File: src/verilog/flyback_ctrl_regs.vh
// Constants for the flyback burst and current-limit control block
`ifndef FLYBACK_CTRL_REGS_VH
`define FLYBACK_CTRL_REGS_VH

// Register byte offsets
`define REG_CTRL        4'h0
`define REG_STATUS      4'h4
`define REG_PERIOD      4'h8
`define REG_BLANK       4'hc

// Control fields
`define CTRL_RUN_BIT    0
`define CTRL_HIFREQ_BIT 1

// Status fields
`define ST_BURST_BIT    0
`define ST_SWITCH_BIT   1
`define ST_OPT_LO       2
`define ST_ISO_BIT      4
`define ST_FAULT_LO     5
`define ST_GATE_BIT     8

// Reset values
`define CTRL_RESET      32'h0000_0001
`define PERIOD_RESET    16'h00fa

// Timing: clock, times in ns
`define CLK_NS          40
`define BLANK_NS        280
`define BEB_NS          36000
`define SS_NS           12000000
`define SS_STEP_NS      3000000
`define ARST_NS         1000000

// Burst frequencies in kHz
`define ABM_LO_KHZ      83
`define ABM_HI_KHZ      103

// Duty split for the compensation curve and maximum duty, percent
`define DUTY_SPLIT_PCT  40
`define DUTY_MAX_PCT    75

// Burst options
`define OPT_NONE        2'h1
`define OPT_LOW         2'h2
`define OPT_HIGH        2'h3

// Restart styles
`define RST_NONE        3'h0
`define RST_NOSWITCH    3'h1
`define RST_ODDSKIP     3'h2
`define RST_PLAIN       3'h3
`define RST_NOSTART     3'h4

`endif

File: src/verilog/flyback_burst_limit_control.v
// Burst mode, current limit and protection control for a flyback switcher
//
// Design decisions made here: the placing of the registers and the Avalon-MM interface to the registers.
`timescale 1ns/1ps
`include "flyback_ctrl_regs.vh"

// Behaviour
// - Current over limit ends pulse at once
// - Ignore current sense during turn-on blanking
// - Pick limit curve by on-time versus 0.40
// - Reduced delay compensation while bursting
// - Enter burst after full entry blanking time
// - Burst stops switching until burst-on level
// - Burst-off level stops switching until burst-on
// - Burst frequency 83 or 103 kHz
// - Burst current limit 0.22 or 0.27 V
// - Leave level exits burst, normal limit
// - Three options: none, 0.93 V, 1.03 V
// - Option decoded from two bias thresholds
// - Startup presets option 3, selection source
// - Latch option at turn-on, reconnect resistor
// - Error pin over 0.2 V means non-isolated
// - Isolated keeps error amplifier disconnected
// - Non-isolated drives feedback from error amp
// - Faults map to their restart styles
// - Protections monitored per operating state
// - Auto restart resumes with soft start
module flyback_burst_limit_control
#(
   parameter SS_CYCLES   = `SS_NS / `CLK_NS,
   parameter ARST_CYCLES = `ARST_NS / `CLK_NS,
   parameter BEB_CYCLES  = (`BEB_NS + `CLK_NS - 1) / `CLK_NS
)
(
   // Clock and reset
   input  wire        clk,
   input  wire        sys_rst,
   // Avalon-MM slave
   input  wire [3:0]  address,
   input  wire        read,
   input  wire        write,
   input  wire [31:0] writedata,
   output reg  [31:0] readdata,
   output wire        waitrequest,
   // Comparators from the analog front end
   input  wire        csOverNormLo,
   input  wire        csOverNormHi,
   input  wire        csOverNormLoBurst,
   input  wire        csOverNormHiBurst,
   input  wire        csOverBurstLow,
   input  wire        csOverBurstHigh,
   input  wire        csOverSoftStart,
   input  wire        fbBelowEntryLow,
   input  wire        fbBelowEntryHigh,
   input  wire        fbAboveBurstOn,
   input  wire        fbBelowBurstOff,
   input  wire        fbAboveLeave,
   input  wire        fbAboveBiasFirst,
   input  wire        fbAboveBiasSecond,
   input  wire        errAboveBias,
   input  wire        vccAboveStart,
   input  wire        vccAboveOn,
   input  wire        vccBelowOff,
   input  wire        vccShort,
   input  wire        vccOver,
   input  wire        lineOver,
   input  wire        overTemp,
   input  wire        overLoad,
   // Analog switches and gate
   output reg         selCurrentOn,
   output reg         fbResistorOn,
   output reg         errAmpConnect,
   output reg         burstLimitSel,
   output reg         gateOn
);

   localparam NIN = 23;

   localparam [2:0] S_OFF    = 3'h0;
   localparam [2:0] S_SEL    = 3'h1;
   localparam [2:0] S_NORM   = 3'h2;
   localparam [2:0] S_BOFF   = 3'h3;
   localparam [2:0] S_BON    = 3'h4;
   localparam [2:0] S_FAULT  = 3'h5;

   localparam integer CLK_KHZ    = 1000000 / `CLK_NS;
   localparam integer BLANK_INT  = (`BLANK_NS + `CLK_NS - 1) / `CLK_NS;
   localparam integer ABM_LO_INT = CLK_KHZ / `ABM_LO_KHZ;
   localparam integer ABM_HI_INT = CLK_KHZ / `ABM_HI_KHZ;
   localparam [15:0]  BLANK_CYC  = BLANK_INT[15:0];
   localparam [15:0]  ABM_LO_PER = ABM_LO_INT[15:0];
   localparam [15:0]  ABM_HI_PER = ABM_HI_INT[15:0];
   localparam [31:0]  CTRL_RST   = `CTRL_RESET;

   // ==========================================================
   // Input synchronisers
   wire [NIN-1:0] rawIn = {csOverNormLo, csOverNormHi, csOverNormLoBurst, csOverNormHiBurst,
      csOverBurstLow, csOverBurstHigh, csOverSoftStart, fbBelowEntryLow, fbBelowEntryHigh,
      fbAboveBurstOn, fbBelowBurstOff, fbAboveLeave, fbAboveBiasFirst, fbAboveBiasSecond,
      errAboveBias, vccAboveStart, vccAboveOn, vccBelowOff, vccShort, vccOver, lineOver,
      overTemp, overLoad};
   reg  [NIN-1:0] meta_q;
   reg  [NIN-1:0] sync_q;
   genvar gi;
   generate
      for (gi = 0; gi < NIN; gi = gi + 1)
      begin : g_sync
         always @(posedge clk)
         begin
            if (sys_rst)
            begin
               meta_q[gi] <= 1'b0;
               sync_q[gi] <= 1'b0;
            end
            else
            begin
               meta_q[gi] <= rawIn[gi];
               sync_q[gi] <= meta_q[gi];
            end
         end
      end
   endgenerate

   wire sNormLo   = sync_q[22];
   wire sNormHi   = sync_q[21];
   wire sNormLoB  = sync_q[20];
   wire sNormHiB  = sync_q[19];
   wire sBurstLo  = sync_q[18];
   wire sBurstHi  = sync_q[17];
   wire sSoft     = sync_q[16];
   wire sEntLo    = sync_q[15];
   wire sEntHi    = sync_q[14];
   wire sBOn      = sync_q[13];
   wire sBOff     = sync_q[12];
   wire sLeave    = sync_q[11];
   wire sBias1    = sync_q[10];
   wire sBias2    = sync_q[9];
   wire sErr      = sync_q[8];
   wire sVccStart = sync_q[7];
   wire sVccOn    = sync_q[6];
   wire sVccOff   = sync_q[5];
   wire sShort    = sync_q[4];
   wire sVccOv    = sync_q[3];
   wire sLine     = sync_q[2];
   wire sTemp     = sync_q[1];
   wire sOvl      = sync_q[0];

   // ==========================================================
   // Register file
   reg [1:0]  ctrl_q;
   reg [15:0] period_q;
   reg [15:0] blank_q;
   reg [2:0]  state_q;
   reg [1:0]  option_q;
   reg        isolated_q;
   reg [2:0]  fault_q;
   reg        rdAck_q;

   // One wait state per read, so read data stand while waitrequest is low
   assign waitrequest = read & ~rdAck_q;

   always @(posedge clk)
   begin
      if (sys_rst)
      begin
         ctrl_q   <= CTRL_RST[1:0];
         period_q <= `PERIOD_RESET;
         blank_q  <= BLANK_CYC;
      end
      else if (write)
      begin
         case (address)
            `REG_CTRL:   ctrl_q <= writedata[1:0];
            `REG_PERIOD: period_q <= writedata[15:0];
            `REG_BLANK:  blank_q <= (writedata[15:0] == 16'h0) ? 16'h1 : writedata[15:0];
            default:     ctrl_q <= ctrl_q;
         endcase
      end
   end

   always @(posedge clk)
   begin
      if (sys_rst)
      begin
         readdata <= 32'h0;
         rdAck_q  <= 1'b0;
      end
      else
      begin
         rdAck_q <= read & ~rdAck_q;
         if (read & ~rdAck_q)
         begin
            case (address)
               `REG_CTRL:   readdata <= {30'h0, ctrl_q};
               `REG_STATUS: readdata <= {23'h0, gateOn, fault_q, isolated_q, option_q,
                                         (state_q == S_BON), (state_q == S_BOFF) |
                                         (state_q == S_BON)};
               `REG_PERIOD: readdata <= {16'h0, period_q};
               `REG_BLANK:  readdata <= {16'h0, blank_q};
               default:     readdata <= 32'h0;
            endcase
         end
      end
   end

   wire run    = ctrl_q[`CTRL_RUN_BIT];
   wire hiFreq = ctrl_q[`CTRL_HIFREQ_BIT];

   // ==========================================================
   // Protection monitoring
   wire inNorm  = (state_q == S_NORM);
   wire inBOn   = (state_q == S_BON);
   wire inBurst = inBOn | (state_q == S_BOFF);
   wire active  = inNorm | inBurst;
   wire fLine   = active & sLine;
   wire fTemp   = active & sTemp;
   wire fUv     = active & sVccOff;
   wire fShort  = sShort;
   wire fVccOv  = (inNorm | inBOn) & sVccOv;
   wire fOvl    = inNorm & sOvl;

   reg [2:0] faultKind;
   always @*
   begin
      faultKind = `RST_NONE;
      if (fShort)
         faultKind = `RST_NOSTART;
      else if (fUv)
         faultKind = `RST_PLAIN;
      else if (fLine | fTemp)
         faultKind = `RST_NOSWITCH;
      else if (fVccOv | fOvl)
         faultKind = `RST_ODDSKIP;
   end

   // ==========================================================
   // Mode state machine
   reg [31:0] tmr_q;
   reg [31:0] ss_q;
   reg        skip_q;
   wire entryBelow = (option_q == `OPT_LOW) ? sEntLo : sEntHi;

   always @(posedge clk)
   begin
      if (sys_rst)
      begin
         state_q       <= S_OFF;
         option_q      <= `OPT_HIGH;
         isolated_q    <= 1'b1;
         selCurrentOn  <= 1'b0;
         fbResistorOn  <= 1'b1;
         errAmpConnect <= 1'b0;
         fault_q       <= `RST_NONE;
         tmr_q         <= 32'h0;
         ss_q          <= 32'h0;
         skip_q        <= 1'b0;
      end
      else
      begin
         case (state_q)
            S_OFF:
               if (sVccStart & ~sShort)
               begin
                  state_q      <= S_SEL;
                  option_q     <= `OPT_HIGH;
                  fbResistorOn <= 1'b0;
                  selCurrentOn <= 1'b1;
               end
            S_SEL:
               if (sVccOn)
               begin
                  if (~sBias1)
                     option_q <= `OPT_NONE;
                  else if (~sBias2)
                     option_q <= `OPT_LOW;
                  else
                     option_q <= `OPT_HIGH;
                  isolated_q    <= ~sErr;
                  errAmpConnect <= sErr;
                  selCurrentOn  <= 1'b0;
                  fbResistorOn  <= 1'b1;
                  state_q       <= S_NORM;
                  ss_q          <= 32'h0;
                  tmr_q         <= 32'h0;
               end
            S_NORM, S_BOFF, S_BON:
            begin
               if (ss_q < SS_CYCLES)
                  ss_q <= ss_q + 32'h1;
               if (faultKind != `RST_NONE)
               begin
                  fault_q <= faultKind;
                  state_q <= S_FAULT;
                  tmr_q   <= 32'h0;
                  skip_q  <= 1'b0;
               end
               else if (inBurst & sLeave)
                  state_q <= S_NORM;
               else if (inNorm)
               begin
                  if ((option_q != `OPT_NONE) & entryBelow & ss_q >= SS_CYCLES)
                  begin
                     if (tmr_q >= BEB_CYCLES - 1)
                     begin
                        state_q <= S_BOFF;
                        tmr_q   <= 32'h0;
                     end
                     else
                        tmr_q <= tmr_q + 32'h1;
                  end
                  else
                     tmr_q <= 32'h0;
               end
               else if ((state_q == S_BOFF) & sBOn)
                  state_q <= S_BON;
               else if (inBOn & sBOff)
                  state_q <= S_BOFF;
            end
            S_FAULT:
            begin
               tmr_q <= tmr_q + 32'h1;
               if (fault_q == `RST_NOSTART)
               begin
                  if (~sShort)
                     state_q <= S_OFF;
               end
               else if (fault_q == `RST_PLAIN)
               begin
                  if (~sVccOff)
                     state_q <= S_OFF;
               end
               else if (tmr_q >= ARST_CYCLES - 1 & ~sLine & ~sTemp)
               begin
                  // Odd-skip style lets only every second restart attempt pass
                  tmr_q  <= 32'h0;
                  skip_q <= ~skip_q;
                  if ((fault_q != `RST_ODDSKIP) | skip_q)
                  begin
                     state_q <= S_NORM;
                     ss_q    <= 32'h0;
                  end
               end
            end
            default:
               state_q <= S_OFF;
         endcase
      end
   end

   // ==========================================================
   // PWM and peak current limit
   reg [15:0] cyc_q;
   wire [15:0] perLen = inBurst ? (hiFreq ? ABM_HI_PER : ABM_LO_PER) : period_q;
   wire [31:0] onLong = {16'h0, cyc_q} * 32'd100;
   wire [31:0] splitT = {16'h0, perLen} * `DUTY_SPLIT_PCT;
   wire [31:0] maxT   = {16'h0, perLen} * `DUTY_MAX_PCT;
   wire highDuty = onLong > splitT;
   wire normLimit = inBurst ? (highDuty ? sNormHiB : sNormLoB)
                            : (highDuty ? sNormHi : sNormLo);
   wire burstLim = (option_q == `OPT_LOW) ? sBurstLo : sBurstHi;
   wire ssLimit  = (ss_q < SS_CYCLES) & sSoft;
   wire overLim  = (inBurst ? (burstLim | normLimit) : normLimit) | ssLimit;
   wire blanked  = cyc_q < blank_q;
   wire mayRun   = run & (inNorm | inBOn);

   always @(posedge clk)
   begin
      if (sys_rst)
      begin
         cyc_q         <= 16'h0;
         gateOn        <= 1'b0;
         burstLimitSel <= 1'b0;
      end
      else
      begin
         burstLimitSel <= inBurst;
         if (cyc_q >= perLen - 16'h1)
         begin
            cyc_q  <= 16'h0;
            gateOn <= mayRun;
         end
         else
         begin
            cyc_q <= cyc_q + 16'h1;
            if (~mayRun | onLong >= maxT)
               gateOn <= 1'b0;
            else if (~blanked & overLim)
               gateOn <= 1'b0;
         end
      end
   end

endmodule // flyback_burst_limit_control

File: config.mk
export PLATFORM = sky130hd
export DESIGN_NAME = flyback_burst_limit_control
export DESIGN_NICKNAME = d
export VERILOG_FILES = /design/src/verilog/flyback_burst_limit_control.v
export VERILOG_INCLUDE_DIRS = /design/src /design/src/verilog
export SDC_FILE = /design/constraint.sdc
export NUM_CORES = 1
export LEC_CHECK = 0
export BUFFER_PORTS_ARGS = -buffer_cell sky130_fd_sc_hd__buf_4
export CAP_MARGIN = 20
export CORE_UTILIZATION = 60
export CTS_BUF_LIST = sky130_fd_sc_hd__clkbuf_4 sky130_fd_sc_hd__clkbuf_8
export CTS_CLUSTER_SIZE = 14
export DETAILED_ROUTE_END_ITERATION = 6
export GPL_TIMING_DRIVEN = 0
export PLACE_DENSITY = 0.79
export SETUP_SLACK_MARGIN = 0.15
export SYNTH_ARGS = -nofsm -noshare
export SYNTH_HDL_FRONTEND = slang
export SYNTH_SLANG_ARGS = --single-unit
export TNS_END_PERCENT = 5
File: constraint.sdc
create_clock -name clk -period 8.7 [get_ports clk]
set_input_delay 1.74 -clock clk [delete_from_list [all_inputs] [get_ports clk]]
set_output_delay 1.74 -clock clk [all_outputs]
set_load 0.005 [all_outputs]
==> key figures <==
Run status
  – Outcome: complete, no violations

CTS
  – Reg clk slew, reported paths: 110 ps
  – Clock Latency Late Sink: 470 ps
  – CTS root buffer: clkbuf_8
  – CTS tree: built
  – TritonCTS Buffers: 17
  – Post-CTS Hold Fix Bufs: 0
  – Post-CTS resize count: 0
  – CTS H-Tree Depth: 4
  – Clock net sink count: 192
  – Max clock buf depth: 2
  – Post-CTS Setup Repair Bufs: 0

Die
  – Die area: 0.02385 sq mm
  – Initial Util: 61.40%
  – Width of the die: 154.4 um
  – Std-Cell Rows: 55
  – I/O pin total: 101
  – Die extent in y: 154.4 um
  – Core Box Area: 0.02271 sq mm

Global routing
  – First-pass GRT wire length: 56,150 um
  – Gr ovfl total: 0
  – GRT Util Overall: 29.47%
  – Initial antenna violation count: 0
  – Largest net degree at the start of global routing: 20
  – Vias in the first global route: 11,470

Critical path
  – Crit-path max FO: 10
  – Critical Path RT: 9090 ps
  – Setup CP Type: reg -> reg
  – Flop-to-flop setup slack: 690 ps
  – Worst R2R Path Depth: 26
  – Startpoint Class: register
  – Worst Path Arrival: 8410 ps
  – Worst reg2reg startpoint: state_q[2]$_SDFFE_PP0P_
  – Critical Path End Type: register
  – R2R Path End: gateOn$_SDFFE_PP0P_

Cells and area
  – Final instance area: 0.01526 sq mm
  – N_diodes: 0
  – Finished Core Util: 67.21%
  – Area growth syn-to-layout: 9.458%
  – Layout cells sized above 1: 7.942%
  – Layout net count: 2,073
  – Non-Filler Instances: 2,073

Place
  – Dpl cells: 2,040
  – Final HPWL DP: 28,090 um
  – Cell Area, Placed: 0.01487 sq mm
  – Port Buf Inserts: 68
  – DP Worst Slack: 630.1 ps
  – Routability cong.: 0.9558

Timing
  – Count of pins over their slew limit: 0
  – Min Tclk post-route: 8015 ps
  – Slew HR: 35.51%
  – Clock Skew: 17.66 ps
  – Hold Fails Final Rpt: 0
  – Hold Slack: 430.7 ps
  – Final setup vio count: 0
  – RSZ-0062 raised after global routing: false
  – Worst slew pin tran: 961.5 ps
  – Setup TNS: 0 ps
  – Period utilisation layout: 92.13%
  – Fmax: 124.8 MHz
  – Final setup margin: 685.0 ps

Worst hold path
  – Hold Path Class: reg -> reg
  – Hold depth: 1
  – Hold path endpoint: fShort$_SDFF_PP0_
  – Hold path startpoint: meta_q[4]$_SDFF_PP0_

Detailed routing
  – DRT Pass-1 Iters: 7
  – Post-route DRC: 0
  – Vias post-DR: 12,050
  – Drt initial violations: 753
  – Total routed wirelength: 34,810 um
  – Routed WL per cell: 16.79 um
  – Vias/cell: 5.811
  – Post-DRT Antenna Nets: 0

Power
  – PwrDens: 119.9 mW/mm^2
  – Gate power share: 19.7%
  – Peak VDD IR: 0.0001473 V
  – Leakage: 7.002 nW
  – Net switching power: 0.5649 mW
  – Switching share of power: 30.86%
  – Clock network power share: 30.8%
  – Internal: 1.266 mW
  – Total power: 1.831 mW
  – Seq pwr share: 49.5%

Yosys
  – Async SR Flop Fraction: 0%
  – Cell count after synthesis: 1,672
  – Yosys cell types: 73
  – Mapped Avg Cell Area: 8.339 sq um
  – Main flop type after synthesis: dfxtp_1
  – Register area share after synthesis: 27.57%
  – Ys Warns: 0
  – Mapped cell area: 0.01394 sq mm
  – Register bit total from synthesis: 192
  – Post-synth EDFFs: 0

Flow run
  – Max Cap Viol: 0
Yosys cell counts (all sizes together) (4+ instances only):
library cell | n | area share [%]
buf | 24 | 1.2
or2 | 4 | 0.18
o21bai | 11 | 0.59
xnor2 | 71 | 4.5
a211oi | 10 | 0.54
and3 | 25 | 1.1
or3 | 12 | 0.54
nand3b | 13 | 0.70
nand4 | 28 | 1.3
o211ai | 8 | 0.47
a22oi | 20 | 1.1
fa | 32 | 4.6
nand2 | 161 | 4.4
a211o | 6 | 0.38
nor3 | 35 | 1.3
inv | 128 | 3.4
xor2 | 43 | 2.7
and2 | 18 | 0.81
dfxtp | 192 | 28
o31ai | 4 | 0.31
nor2 | 166 | 4.5
o21a | 19 | 1.0
o21ai | 56 | 2.1
nor2b | 62 | 2.8
ha | 203 | 18
clkbuf | 42 | 1.1
a21oi | 116 | 4.2
a31oi | 10 | 0.45
nor4 | 20 | 0.90
nand3 | 32 | 1.1
nand2b | 17 | 0.76
mux2i | 6 | 0.43
a21o | 26 | 1.4
state kept, by name, indices dropped and copies added, names as in the netlist, 3 cells and up:
signal	count
ss_q	32
tmr_q	32
meta_q	23
blank_q	16
cyc_q	16
period_q	16
readdata	16
fault_q	3
state_q	3
cell type report:
cell class	instances	area, sq um
buffer	66	331.6
timing repair buffer	69	515.5
inverter	128	480.5
sequential	192	3844
fill	1919	7447
multi-input combinational	1301	9348
tap	285	356.6
clock inverter	14	145.1
clock buffer	18	241.5
power groups by stage:
stage               clock [mW]  combinational [mW]  sequential [mW]
floorplan                    0               0.257            0.921
global placement             0               0.341            0.926
detailed placement           0               0.354            0.926
CTS                      0.573               0.357            0.905
global route             0.608               0.399            0.908
finish                   0.565               0.360            0.906
layout by cell type, fill, tap and decap left out, types with 13 or more instances in the layout:
| master | count |
|---|---|
| nor4_1 | 20 |
| a21o_1 | 26 |
| nand4_1 | 28 |
| nand3_1 | 32 |
| and2_1 | 18 |
| fa_1 | 32 |
| nand2_1 | 160 |
| nor2_1 | 166 |
| buf_4 | 84 |
| a21oi_1 | 114 |
| o21ai_0 | 53 |
| xor2_1 | 43 |
| conb_1 | 16 |
| o21a_1 | 19 |
| nor2b_1 | 62 |
| clkbuf_1 | 42 |
| and3_1 | 25 |
| a22oi_1 | 20 |
| dfxtp_1 | 192 |
| clkbuf_8 | 17 |
| ha_1 | 203 |
| inv_1 | 128 |
| nand3b_1 | 13 |
| nor3_1 | 35 |
| nand2b_1 | 17 |
| xnor2_1 | 71 |
cell families after synthesis:
logic type	count (synthesis)	share of synthesized area, %
other	1	0.02689
flip-flops	192	27.57
XOR/XNOR	114	7.161
AO/OA/AOI/OAI	317	14.56
multiplexers	9	0.6730
buffers and inverters	194	5.824
AND/OR/NAND/NOR	610	21.38
adder cells (fa/ha/maj)	235	22.81
how the worst max path moves through the flow:
stage	start	end	slack, ps
6_report	state_q[2]$_SDFFE_PP0P_	gateOn$_SDFFE_PP0P_	690
5_1_grt	state_q[2]$_SDFFE_PP0P_	gateOn$_SDFFE_PP0P_	390
4_1_cts	state_q[2]$_SDFFE_PP0P_	gateOn$_SDFFE_PP0P_	560
3_5_place_dp	state_q[2]$_SDFFE_PP0P_	gateOn$_SDFFE_PP0P_	630
3_3_place_gp	state_q[2]$_SDFFE_PP0P_	gateOn$_SDFFE_PP0P_	700
2_1_floorplan	state_q[1]$_SDFFE_PP0P_	gateOn$_SDFFE_PP0P_	1960
worst max-delay path, stage by stage (launching register included):
cell and delay, ps:
dfxtp_1 440, nor3b_2 540, nor2_1 230, clkbuf_1 360, a21oi_2 440, inv_1 130, ha_1 340, ha_1 310
fa_1 540, fa_1 430, ha_1 390, a21o_1 210, a21oi_1 130, o211ai_1 220, or4b_2 720, a31oi_1 230
nor2b_1 190, xor2_1 210, ha_1 280, a21oi_1 170, nor2b_1 60, o211ai_1 160, a31oi_1 150, a2111o_1 520
a2111oi_2 370, a21oi_1 70, o21ai_1 80
metal layers:
layer	up-vias	track usage, %	share of wire (%)
met1	5655	36.95	43
met4	0	9.430	2.4
met3	67	5.184	6.5
met2	364	51.24	48
met5	-	0	0
li1	5961	-	-
Power figures use the tool's default switching activity.
